===== src/core/ryr_pkg.sv =====
// Register map and field constants for the year and alarm register block
package ryr_pkg;
	localparam int unsigned ADDR_W = 16;
	localparam int unsigned DATA_W = 32;

	// Register indices; the byte address is four times the index
	localparam logic [11:0] IDX_YEAR      = 12'hF36;
	localparam logic [11:0] IDX_ALARM_SEC = 12'hF37;
	localparam logic [11:0] IDX_ALARM_MIN = 12'hF38;
	localparam logic [11:0] IDX_AHRS      = 12'hF39;
	localparam logic [11:0] IDX_ADOM      = 12'hF3A;
	localparam logic [11:0] IDX_CTRL      = 12'hF3C;
	localparam logic [11:0] IDX_STAT      = 12'hF3D;

	localparam logic [ADDR_W-1:0] ADDR_YEAR      = {2'h0, IDX_YEAR, 2'h0};
	localparam logic [ADDR_W-1:0] ADDR_ALARM_SEC = {2'h0, IDX_ALARM_SEC, 2'h0};
	localparam logic [ADDR_W-1:0] ADDR_ALARM_MIN = {2'h0, IDX_ALARM_MIN, 2'h0};
	localparam logic [ADDR_W-1:0] ADDR_AHRS      = {2'h0, IDX_AHRS, 2'h0};
	localparam logic [ADDR_W-1:0] ADDR_ADOM      = {2'h0, IDX_ADOM, 2'h0};
	localparam logic [ADDR_W-1:0] ADDR_CTRL      = {2'h0, IDX_CTRL, 2'h0};
	localparam logic [ADDR_W-1:0] ADDR_STAT      = {2'h0, IDX_STAT, 2'h0};

	// Control register fields
	localparam int unsigned CTRL_BCD_BIT  = 0;
	localparam int unsigned CTRL_MODE_BIT = 1;
	localparam int unsigned CTRL_LOCK_BIT = 2;
	localparam int unsigned CTRL_W        = 3;
	localparam logic [CTRL_W-1:0] CTRL_RST = 3'h0;

	// Status register fields
	localparam int unsigned STAT_MATCH_BIT = 0;

	// Field layouts
	localparam logic [7:0] CAL_BCD_MASK  = 8'h7F;
	localparam logic [7:0] CAL_BIN_MASK  = 8'h3F;
	localparam logic [7:0] YEAR_BIN_MASK = 8'h7F;
	localparam logic [6:0] YEAR_BIN_MAX  = 7'h63;
	localparam logic [3:0] BCD_DIGIT_MAX = 4'h9;

	// AXI responses
	localparam logic [1:0] RESP_OKAY   = 2'h0;
	localparam logic [1:0] RESP_SLVERR = 2'h2;
endpackage


===== src/core/ryr_year_step.sv =====
// Next year value for one year tick, in BCD or binary layout
`timescale 1ns/100ps
module ryr_year_step
	import ryr_pkg::*;
(
	// Current value and layout
	input  wire logic [7:0] i_year,
	input  wire logic       i_bcd_en,
	// Incremented value
	output logic      [7:0] o_year_next
);
	always_comb begin
		if (i_bcd_en) begin
			if (i_year[3:0] >= BCD_DIGIT_MAX) begin
				o_year_next[3:0] = 4'h0;
				if (i_year[7:4] >= BCD_DIGIT_MAX)
					o_year_next[7:4] = 4'h0;
				else
					o_year_next[7:4] = i_year[7:4] + 4'h1;
			end else begin
				o_year_next[3:0] = i_year[3:0] + 4'h1;
				o_year_next[7:4] = i_year[7:4];
			end
		end else begin
			// Reserved top bit is forced low in binary layout
			o_year_next[7] = 1'b0;
			if (i_year[6:0] >= YEAR_BIN_MAX)
				o_year_next[6:0] = 7'h00;
			else
				o_year_next[6:0] = i_year[6:0] + 7'h01;
		end
	end
endmodule // ryr_year_step


===== src/core/ryr_regs.sv =====
// Year and alarm registers with AXI4-Lite access and alarm compare
`timescale 1ns/100ps
module ryr_regs
	import ryr_pkg::*;
(
	// Clock and reset
	input  wire logic              i_clk,
	input  wire logic              i_srst,
	// AXI4-Lite write address and data
	input  wire logic [ADDR_W-1:0] i_axi_awaddr,
	input  wire logic              i_axi_awvalid,
	output logic                   o_axi_awready,
	input  wire logic [DATA_W-1:0] i_axi_wdata,
	input  wire logic [3:0]        i_axi_wstrb,
	input  wire logic              i_axi_wvalid,
	output logic                   o_axi_wready,
	// AXI4-Lite write response
	output logic [1:0]             o_axi_bresp,
	output logic                   o_axi_bvalid,
	input  wire logic              i_axi_bready,
	// AXI4-Lite read
	input  wire logic [ADDR_W-1:0] i_axi_araddr,
	input  wire logic              i_axi_arvalid,
	output logic                   o_axi_arready,
	output logic [DATA_W-1:0]      o_axi_rdata,
	output logic [1:0]             o_axi_rresp,
	output logic                   o_axi_rvalid,
	input  wire logic              i_axi_rready,
	// Running time from the clock chain
	input  wire logic              i_year_tick,
	input  wire logic [7:0]        i_time_sec,
	input  wire logic [7:0]        i_time_min,
	input  wire logic [31:0]       i_counter,
	// Status outputs
	output logic                   o_alarm_event,
	output logic                   o_bcd_en,
	output logic                   o_counter_mode,
	output logic                   o_locked
);
	// Bus state
	logic              aw_held, next_aw_held;
	logic [ADDR_W-1:0] aw_addr, next_aw_addr;
	logic              w_held, next_w_held;
	logic [7:0]        w_byte, next_w_byte;
	logic              w_lane0, next_w_lane0;
	logic              awready, next_awready;
	logic              wready, next_wready;
	logic              bvalid, next_bvalid;
	logic [1:0]        bresp, next_bresp;
	logic              arready, next_arready;
	logic              rvalid, next_rvalid;
	logic [7:0]        rbyte, next_rbyte;
	logic [1:0]        rresp, next_rresp;
	logic              wr_fire;
	logic              wr_hit;
	logic              rd_hit;
	logic [7:0]        rd_val;

	// Register contents; data registers are not reset
	logic [CTRL_W-1:0] ctrl, next_ctrl;
	logic [7:0]        year, next_year;
	logic [7:0]        alarm_seconds, next_alarm_seconds;
	logic [7:0]        alarm_minutes, next_alarm_minutes;
	logic [7:0]        ahrs, next_ahrs;
	logic [7:0]        adom, next_adom;
	logic [7:0]        year_inc;
	logic              year_wr;

	// Alarm compare state
	logic              match_now;
	logic              match_q, next_match_q;
	logic              event_q, next_event_q;
	logic [7:0]        cal_mask;

	ryr_year_step u_year_step (
		.i_year      (year),
		.i_bcd_en    (ctrl[CTRL_BCD_BIT]),
		.o_year_next (year_inc)
	);

	// Write channel: address and data are taken in either order
	assign wr_fire = aw_held && w_held;

	always_comb begin
		wr_hit = 1'b1;
		unique case (aw_addr)
			ADDR_YEAR, ADDR_ALARM_SEC, ADDR_ALARM_MIN, ADDR_AHRS,
			ADDR_ADOM, ADDR_CTRL, ADDR_STAT: wr_hit = 1'b1;
			default:                         wr_hit = 1'b0;
		endcase
	end

	always_comb begin
		next_aw_held = aw_held;
		next_aw_addr = aw_addr;
		next_w_held  = w_held;
		next_w_byte  = w_byte;
		next_w_lane0 = w_lane0;
		next_bvalid  = bvalid;
		next_bresp   = bresp;
		if (i_axi_awvalid && awready) begin
			next_aw_held = 1'b1;
			next_aw_addr = i_axi_awaddr;
		end
		if (i_axi_wvalid && wready) begin
			next_w_held  = 1'b1;
			next_w_byte  = i_axi_wdata[7:0];
			next_w_lane0 = i_axi_wstrb[0];
		end
		if (wr_fire) begin
			next_aw_held = 1'b0;
			next_w_held  = 1'b0;
			next_bvalid  = 1'b1;
			next_bresp   = wr_hit ? RESP_OKAY : RESP_SLVERR;
		end else if (bvalid && i_axi_bready) begin
			next_bvalid = 1'b0;
		end
		next_awready = !next_aw_held && !next_bvalid;
		next_wready  = !next_w_held && !next_bvalid;
	end

	// Read channel: one cycle from address to data
	always_comb begin
		rd_hit = 1'b1;
		rd_val = 8'h00;
		unique case (i_axi_araddr)
			ADDR_YEAR:      rd_val = year;
			ADDR_ALARM_SEC: rd_val = alarm_seconds;
			ADDR_ALARM_MIN: rd_val = alarm_minutes;
			ADDR_AHRS:      rd_val = ahrs;
			ADDR_ADOM:      rd_val = adom;
			ADDR_CTRL:      rd_val = {{(8-CTRL_W){1'b0}}, ctrl};
			ADDR_STAT:      rd_val = {7'h00, match_q};
			default:        rd_hit = 1'b0;
		endcase
	end

	always_comb begin
		next_rvalid = rvalid;
		next_rbyte  = rbyte;
		next_rresp  = rresp;
		if (i_axi_arvalid && arready) begin
			next_rvalid = 1'b1;
			next_rbyte  = rd_val;
			next_rresp  = rd_hit ? RESP_OKAY : RESP_SLVERR;
		end else if (rvalid && i_axi_rready) begin
			next_rvalid = 1'b0;
		end
		next_arready = !next_rvalid;
	end

	always_ff @(posedge i_clk) begin
		if (i_srst) begin
			aw_held <= 1'b0;
			aw_addr <= '0;
			w_held  <= 1'b0;
			w_byte  <= 8'h00;
			w_lane0 <= 1'b0;
			awready <= 1'b0;
			wready  <= 1'b0;
			bvalid  <= 1'b0;
			bresp   <= RESP_OKAY;
			arready <= 1'b0;
			rvalid  <= 1'b0;
			rbyte   <= 8'h00;
			rresp   <= RESP_OKAY;
		end else begin
			aw_held <= next_aw_held;
			aw_addr <= next_aw_addr;
			w_held  <= next_w_held;
			w_byte  <= next_w_byte;
			w_lane0 <= next_w_lane0;
			awready <= next_awready;
			wready  <= next_wready;
			bvalid  <= next_bvalid;
			bresp   <= next_bresp;
			arready <= next_arready;
			rvalid  <= next_rvalid;
			rbyte   <= next_rbyte;
			rresp   <= next_rresp;
		end
	end

	// Register updates; a software write to year beats the tick
	assign year_wr = wr_fire && w_lane0 && (aw_addr == ADDR_YEAR)
		&& !ctrl[CTRL_LOCK_BIT];

	always_comb begin
		next_ctrl = ctrl;
		next_year = year;
		next_alarm_seconds = alarm_seconds;
		next_alarm_minutes = alarm_minutes;
		next_ahrs = ahrs;
		next_adom = adom;
		if (year_wr)
			next_year = w_byte;
		else if (i_year_tick)
			next_year = year_inc;
		if (wr_fire && w_lane0) begin
			unique case (aw_addr)
				ADDR_ALARM_SEC: next_alarm_seconds = w_byte;
				ADDR_ALARM_MIN: next_alarm_minutes = w_byte;
				ADDR_AHRS:      next_ahrs = w_byte;
				ADDR_ADOM:      next_adom = w_byte;
				ADDR_CTRL:      next_ctrl = w_byte[CTRL_W-1:0];
				default:        next_ctrl = ctrl;
			endcase
		end
	end

	always_ff @(posedge i_clk) begin
		if (i_srst)
			ctrl <= CTRL_RST;
		else
			ctrl <= next_ctrl;
	end

	// No reset: contents survive reset, undefined after power-up
	always_ff @(posedge i_clk) begin
		year <= next_year;
		alarm_seconds <= next_alarm_seconds;
		alarm_minutes <= next_alarm_minutes;
		ahrs <= next_ahrs;
		adom <= next_adom;
	end

	// Alarm compare
	always_comb begin
		cal_mask = ctrl[CTRL_BCD_BIT] ? CAL_BCD_MASK
			: CAL_BIN_MASK;
		if (ctrl[CTRL_MODE_BIT])
			match_now = (i_counter
				== {alarm_seconds, alarm_minutes, ahrs, adom});
		else
			match_now = (((alarm_seconds ^ i_time_sec) & cal_mask) == 8'h00)
				&& (((alarm_minutes ^ i_time_min) & cal_mask) == 8'h00);
		next_match_q = match_now;
		next_event_q = match_now && !match_q;
	end

	always_ff @(posedge i_clk) begin
		if (i_srst) begin
			match_q <= 1'b0;
			event_q <= 1'b0;
		end else begin
			match_q <= next_match_q;
			event_q <= next_event_q;
		end
	end

	assign o_axi_awready  = awready;
	assign o_axi_wready   = wready;
	assign o_axi_bresp    = bresp;
	assign o_axi_bvalid   = bvalid;
	assign o_axi_arready  = arready;
	assign o_axi_rdata    = {24'h000000, rbyte};
	assign o_axi_rresp    = rresp;
	assign o_axi_rvalid   = rvalid;
	assign o_alarm_event  = event_q;
	assign o_bcd_en       = ctrl[CTRL_BCD_BIT];
	assign o_counter_mode = ctrl[CTRL_MODE_BIT];
	assign o_locked       = ctrl[CTRL_LOCK_BIT];
endmodule // ryr_regs


===== config.mk =====
export PLATFORM = sky130hd
export DESIGN_NAME = ryr_regs
export DESIGN_NICKNAME = d
export VERILOG_FILES = /design/src/core/ryr_pkg.sv /design/src/core/ryr_year_step.sv /design/src/core/ryr_regs.sv
export SDC_FILE = /design/constraint.sdc
export NUM_CORES = 1
export LEC_CHECK = 0
export ABC_CLOCK_PERIOD_IN_PS = 3000
export BUFFER_PORTS_ARGS = -buffer_cell sky130_fd_sc_hd__buf_4
export CORE_ASPECT_RATIO = 0.6
export CORE_MARGIN = 4
export CORE_UTILIZATION = 50
export CTS_CLUSTER_DIAMETER = 30
export DETAILED_ROUTE_END_ITERATION = 7
export PLACE_DENSITY = 0.81
export SLEW_MARGIN = 20
export SYNTH_ARGS = -nofsm -noshare
export SYNTH_HDL_FRONTEND = slang
export SYNTH_SLANG_ARGS = --single-unit

===== constraint.sdc =====
create_clock -name i_clk -period 3 [get_ports i_clk]
set_input_delay 0.6 -clock i_clk [delete_from_list [all_inputs] [get_ports i_clk]]
set_output_delay 0.6 -clock i_clk [all_outputs]
set_load 0.05 [all_outputs]

* Word-level counts from Yosys, hierarchy flattened
Cells that the tools add are included.
** Cells by class
- Reductions and logical operators :: 30
- Eq/ne operators :: 16
- Bitwise gates (word level) :: 4
- Multiplexer cells :: 21
- $add $sub $neg :: 3
- Order comparisons :: 3
** Operators with widths (count)
- 16-bit by 14-bit == test with 1-bit output, second input constant :: 14
- 8-bit one-hot mux with 7 select lines :: 1
- 32-bit == test :: 1
- 8-bit two-way mux :: 4
- 8-bit by 7-bit bitwise AND with 8-bit output :: 2
- 8-bit zero test :: 2
- 8-bit bitwise XOR :: 2
- 7-bit two-way mux :: 2
- 7-bit OR reduction :: 2
- 1-bit logical AND :: 13
- 2-bit AND reduction :: 6
- 1-bit two-way mux :: 11
- 4-bit by 1-bit adder with 4-bit output, second input constant :: 2
- 4-bit greater-or-equal comparator, second input constant :: 2
- 7-bit by 1-bit adder with 7-bit output, second input constant :: 1
- 7-bit greater-or-equal comparator, second input constant :: 1
- 1-bit zero test :: 6
- 2-bit two-way mux :: 2
- 4-bit two-way mux :: 1
- 3-bit by 1-bit != test with 1-bit output, second input constant :: 1
- 2-bit nonzero test :: 1
** Word-level totals
- Output and inout bits :: 45
- Bits in registers :: 89
- Logic and storage cells :: 99
- Input port bits :: 124

* Logic depth before layout (Yosys ltp)
- Depth after elaboration :: 6
- Mapped depth :: 7

* Modules after synthesis
Synthesis repeated with hierarchy kept, for this count alone.
** Unflattened totals
- Cells, all modules :: 455
- Area total of the unflattened synthesis :: 4616.9 sq um
** By module, submodules not included
- ryr_regs :: area each 4216.5 sq um, sequential area each 2142.1 sq um, cells an instance 399, instances 1
- ryr_year_step :: area each 400.4 sq um, sequential area each 0.0 sq um, cells an instance 56, instances 1

* Worst setup path before layout
Ideal clock, no wire load.
- Path type :: reg-to-reg
- Start :: register aw_addr[14]
- End :: register adom[0], enable pin
- Cell stages (with the launch flop) :: 4
- Arrival :: 1.820 ns
- Path buffers :: 0
- Period minus slack after synthesis :: 2.218 ns
- Setup slack :: 0.782 ns
- Library setup time :: 0.398 ns
- Path through :: dfxtp_1 > nor4_1 > nand4_1 > nor4b_1
** On the way
- Word-level cells in the longest chain between the ends :: 2
** RTL lines
- start, declared :: line ryr_regs.sv:42 : logic [ADDR_W-1:0] aw_addr, next_aw_addr;
- start signal, assigned :: line ryr_regs.sv:169 : aw_addr <= next_aw_addr;
- 16-bit by 14-bit == test with 1-bit output :: line ryr_regs.sv:200 : unique case (aw_addr)
- 2-bit AND reduction (no source line)
- end signal, assigned :: line ryr_regs.sv:224 : adom <= next_adom;
- end, declared :: line ryr_regs.sv:65 : logic [7:0] adom, next_adom;
Every way passes these cells.
A chain may end at the register's enable or synchronous reset.

* Worst setup path in the final report
- Start :: register year[4]
- End :: register year[4], data pin
** On the way
- Word-level cells in the longest chain between the ends :: 6
- Elaborated cells between the ends (all ways) :: 10
** RTL lines
- start, declared :: line ryr_regs.sv:61 : logic [7:0] year, next_year;
- start signal, assigned :: line ryr_regs.sv:220 : year <= next_year;
- 4-bit by 1-bit adder with 4-bit output or 4-bit greater-or-equal comparator (tied branches) :: line ryr_year_step.sv:19, ryr_year_step.sv:16
- 4-bit two-way mux :: line ryr_year_step.sv:16 : if (i_year[7:4] >= BCD_DIGIT_MAX)
- 8-bit two-way mux :: line ryr_year_step.sv:14 : if (i_year[3:0] >= BCD_DIGIT_MAX) begin
- 8-bit two-way mux (*) :: line ryr_year_step.sv:13 : if (i_bcd_en) begin
- 8-bit two-way mux (*) :: line ryr_regs.sv:197 : else if (i_year_tick)
- 8-bit two-way mux (*) :: line ryr_regs.sv:195 : if (year_wr)
- named net next_year[4] :: line ryr_regs.sv:61
The timed path passes the listed nets; every way through them passes the cells marked *. The select of a mux whose other input is x is not followed.

==> impl_metrics.tcl <==
set metrics [dict create \
    status "completed" \
    total_power_mw 2.78 \
    start_util_pct 52.5 \
    ys_ff_latch 87 \
    place.gp.congestion 0.909 \
    grt_overflow 0 \
    p_per_area_nw_per_um2 485 \
    r2r_slack_ns 0.75 \
    grt_pass1_vias 3700 \
    path_clk_slew_ns 0.06 \
    final_cells 690 \
    synth.distinct_cells 57 \
    insertion_delay_ns 0.34 \
    cts_setup_buffers 0 \
    die_h_um 82.1 \
    drt_iter0_markers 349 \
    io_buffers 113 \
    drc 0 \
    ant_nets 0 \
    cp-start-kind "register" \
    netlist_area_um2 4580 \
    cts_hold_buf 0 \
    finalHoldViolations 0 \
    grt_max_degree 40 \
    htreeDepth 3 \
    die_area_um2 10800 \
    route.vias.total 3831 \
    placedCellCount 674 \
    peakVddDrop_mv 0.313 \
    cp_max_fo 7 \
    synth-seq-area-share_pct 46.8 \
    yosys_most_used_dff "dfxtp_1" \
    antennaDiodeCount 0 \
    root_buffer "clkbuf_16" \
    synth-edff-count 40 \
    die_x_um 132 \
    cts_sinks 87 \
    syn_avg_cell_area_um2 10.0 \
    rows 26 \
    required_ns 3.18 \
    finalSetupViolations 0 \
    syn_inst 457 \
    core_area_um2 8720 \
    cts.repair.resized 0 \
    post_drt_via_cell_ratio 5.55 \
    cts_tree "built" \
    min_period_over_period_pct 75.1 \
    dp_hpwl_um 9540 \
    avgRoutedWirePerCell_um 17.6 \
    arrival_ns 2.43 \
    numCtsBuffers 9 \
    fin_ws_ns 0.747 \
    leakagePower_nw 2.28 \
    ys.warnings.count 0 \
    antenna_found_initial 0 \
    clockBufferDepth 2 \
    fin_skew_ns 0.00381 \
    timing.fmax_mhz 444 \
    async_flop_share_pct 0 \
    fin_crit_ns 2.25 \
    path_class "register to register" \
    hold_class "register to register" \
    maxCapViolations 0 \
    crit_path_end_kind "register" \
    drive_gt1_share_pct 27.2 \
    pin_count 169 \
    grt_setup_unrepaired "false" \
    dpl_worst_slack_ns 0.487 \
    num-nets-final 704 \
    drv_slew 0 \
    worst_pin_slew_ns 0.706 \
    grt_pass1_wl_um 18700 \
    grt_usage_pct 22.3 \
    area_growth_pct 25.3 \
    fin_tns_setup_ns 0 \
    relSlewSlack_pct 52.9 \
    first_pass_iters 6 \
    wl_um 12100 \
]
## per-layer routing
metal	vias to the layer above	global-route usage [%]	routed length [um]
met5	-	0	0
met4	0	6.39	140
met3	15	7.26	1120
met2	176	34.4	5260
met1	1792	30.4	5620
li1	1848	-	-
## synth_stat cells (all sizes together) (2+ instances only)
cell      n  area [um^2]
nand2    82          308
dfxtp    47          941
edfxtp   40         1200
xnor2    38          333
a21oi    35          175
buf      30          221
nor4     17          155
nand4    15         93.8
xor2     13          114
nor2     12         45.0
clkbuf   11         41.3
o21ai    11         62.6
and3     10         62.6
a22o      8         70.1
inv       8         30.0
a222oi    7         70.1
ha        7         87.6
nand3     6         30.0
nor3      6         35.0
and2      5         31.3
mux2i     4         40.0
nand4bb   4         45.0
a221oi    3         32.5
nor2b     3         18.8
a22oi     2         15.0
a2bb2oi   2         30.0
and4      2         17.5
and4bb    2         25.0
mux2      2         22.5
nand2b    2         12.5
nand4b    2         17.5
nor4b     2         17.5
or3       2         12.5
or3b      2         17.5
or4       2         18.8
or4b      2         20.0
## report_power, final
group / internal, mW / switching (mW) / leakage, nW
Sequential: 1.28 / 0.0555 / 0.785
Combinational: 0.171 / 0.227 / 1.35
Clock: 0.586 / 0.457 / 0.144
## sequential cells by signal, indices dropped and copies added (netlist names), 3 cells and up
name,count
alarm_seconds,8
ctrl,3
year,8
ahrs,8
aw_addr,16
w_byte,8
alarm_minutes,8
rbyte,8
adom,8
## layout make-up
| type | count | area, um^2 |
|---|---|---|
| clock inverter | 6 | 38.8 |
| clock buffer | 10 | 239 |
| tap | 112 | 140 |
| timing repair buffer | 121 | 908 |
| fill | 726 | 2990 |
| inverter | 8 | 30.0 |
| multi-input combinational | 346 | 2230 |
| sequential | 87 | 2140 |
## layout by cell type (no fill, tap or decap), types with 3 or more instances in the layout
| master | Yosys | routed |
|---|---|---|
| dfxtp_1 | 47 | 47 |
| conb_1 | 1 | 26 |
| inv_1 | 7 | 7 |
| xnor2_1 | 38 | 38 |
| inv_4 | 0 | 4 |
| nor3_1 | 5 | 5 |
| mux2i_1 | 4 | 4 |
| o21ai_1 | 3 | 3 |
| nand2_1 | 82 | 82 |
| clkbuf_16 | 0 | 9 |
| nor2b_1 | 3 | 3 |
| ha_1 | 7 | 7 |
| and2_1 | 5 | 5 |
| xor2_1 | 13 | 13 |
| nor4_1 | 12 | 12 |
| edfxtp_1 | 40 | 40 |
| nor2_1 | 12 | 12 |
| and3_1 | 10 | 10 |
| nor4_2 | 3 | 3 |
| nand4_1 | 15 | 15 |
| nand4bb_1 | 4 | 4 |
| buf_4 | 27 | 121 |
| nand3_1 | 6 | 6 |
| o21ai_0 | 6 | 6 |
| a22o_1 | 8 | 8 |
| a21oi_1 | 35 | 35 |
| a222oi_1 | 7 | 7 |
## critical path: stages, from the launching register on
cell and delay, ns:
edfxtp_1 0.54, inv_1 0.15, ha_1 0.21, nor4bb_1 0.13, a221oi_2 0.44, inv_2 0.07, or3_1 0.36, a31oi_1 0.19
## stage by stage
stage	hold slack (ns)	instance area, um^2	utilization, %
after floorplan	0.389	4670	-
after global placement	0.420	5460	62.6
after detailed placement	0.410	5460	62.6
after CTS	0.421	5730	65.8
after global routing	0.439	5730	65.8
final	0.424	5730	65.8
## path summary, 6_finish.rpt
path | end | cells after the start | start
hold / removal | o_alarm_event$_SDFF_PP0_ | 1 | match_q$_SDFF_PP0_
setup reg to reg | year[4]$_DFFE_PP_ | 7 | year[4]$_DFFE_PP_
setup / recovery | year[4]$_DFFE_PP_ | 7 | year[4]$_DFFE_PP_
hold reg to reg | o_alarm_event$_SDFF_PP0_ | 1 | match_q$_SDFF_PP0_
## logic make-up (layout without fill, tap and decap cells)
logic type               Yosys count  count (layout)  share of synthesized area [%]
AND/OR/NAND/NOR                  181             181                           22.1
other                              1              26                         0.0820
XOR/XNOR                          51              51                           9.76
flip-flops                        87              87                           46.8
multiplexers                       6               6                           1.37
adder cells (fa/ha/maj)            7               7                           1.91
buffers and inverters             49             145                           6.40
AO/OA/AOI/OAI                     75              75                           11.5
Note: power is estimated with default switching activity, not from simulation.
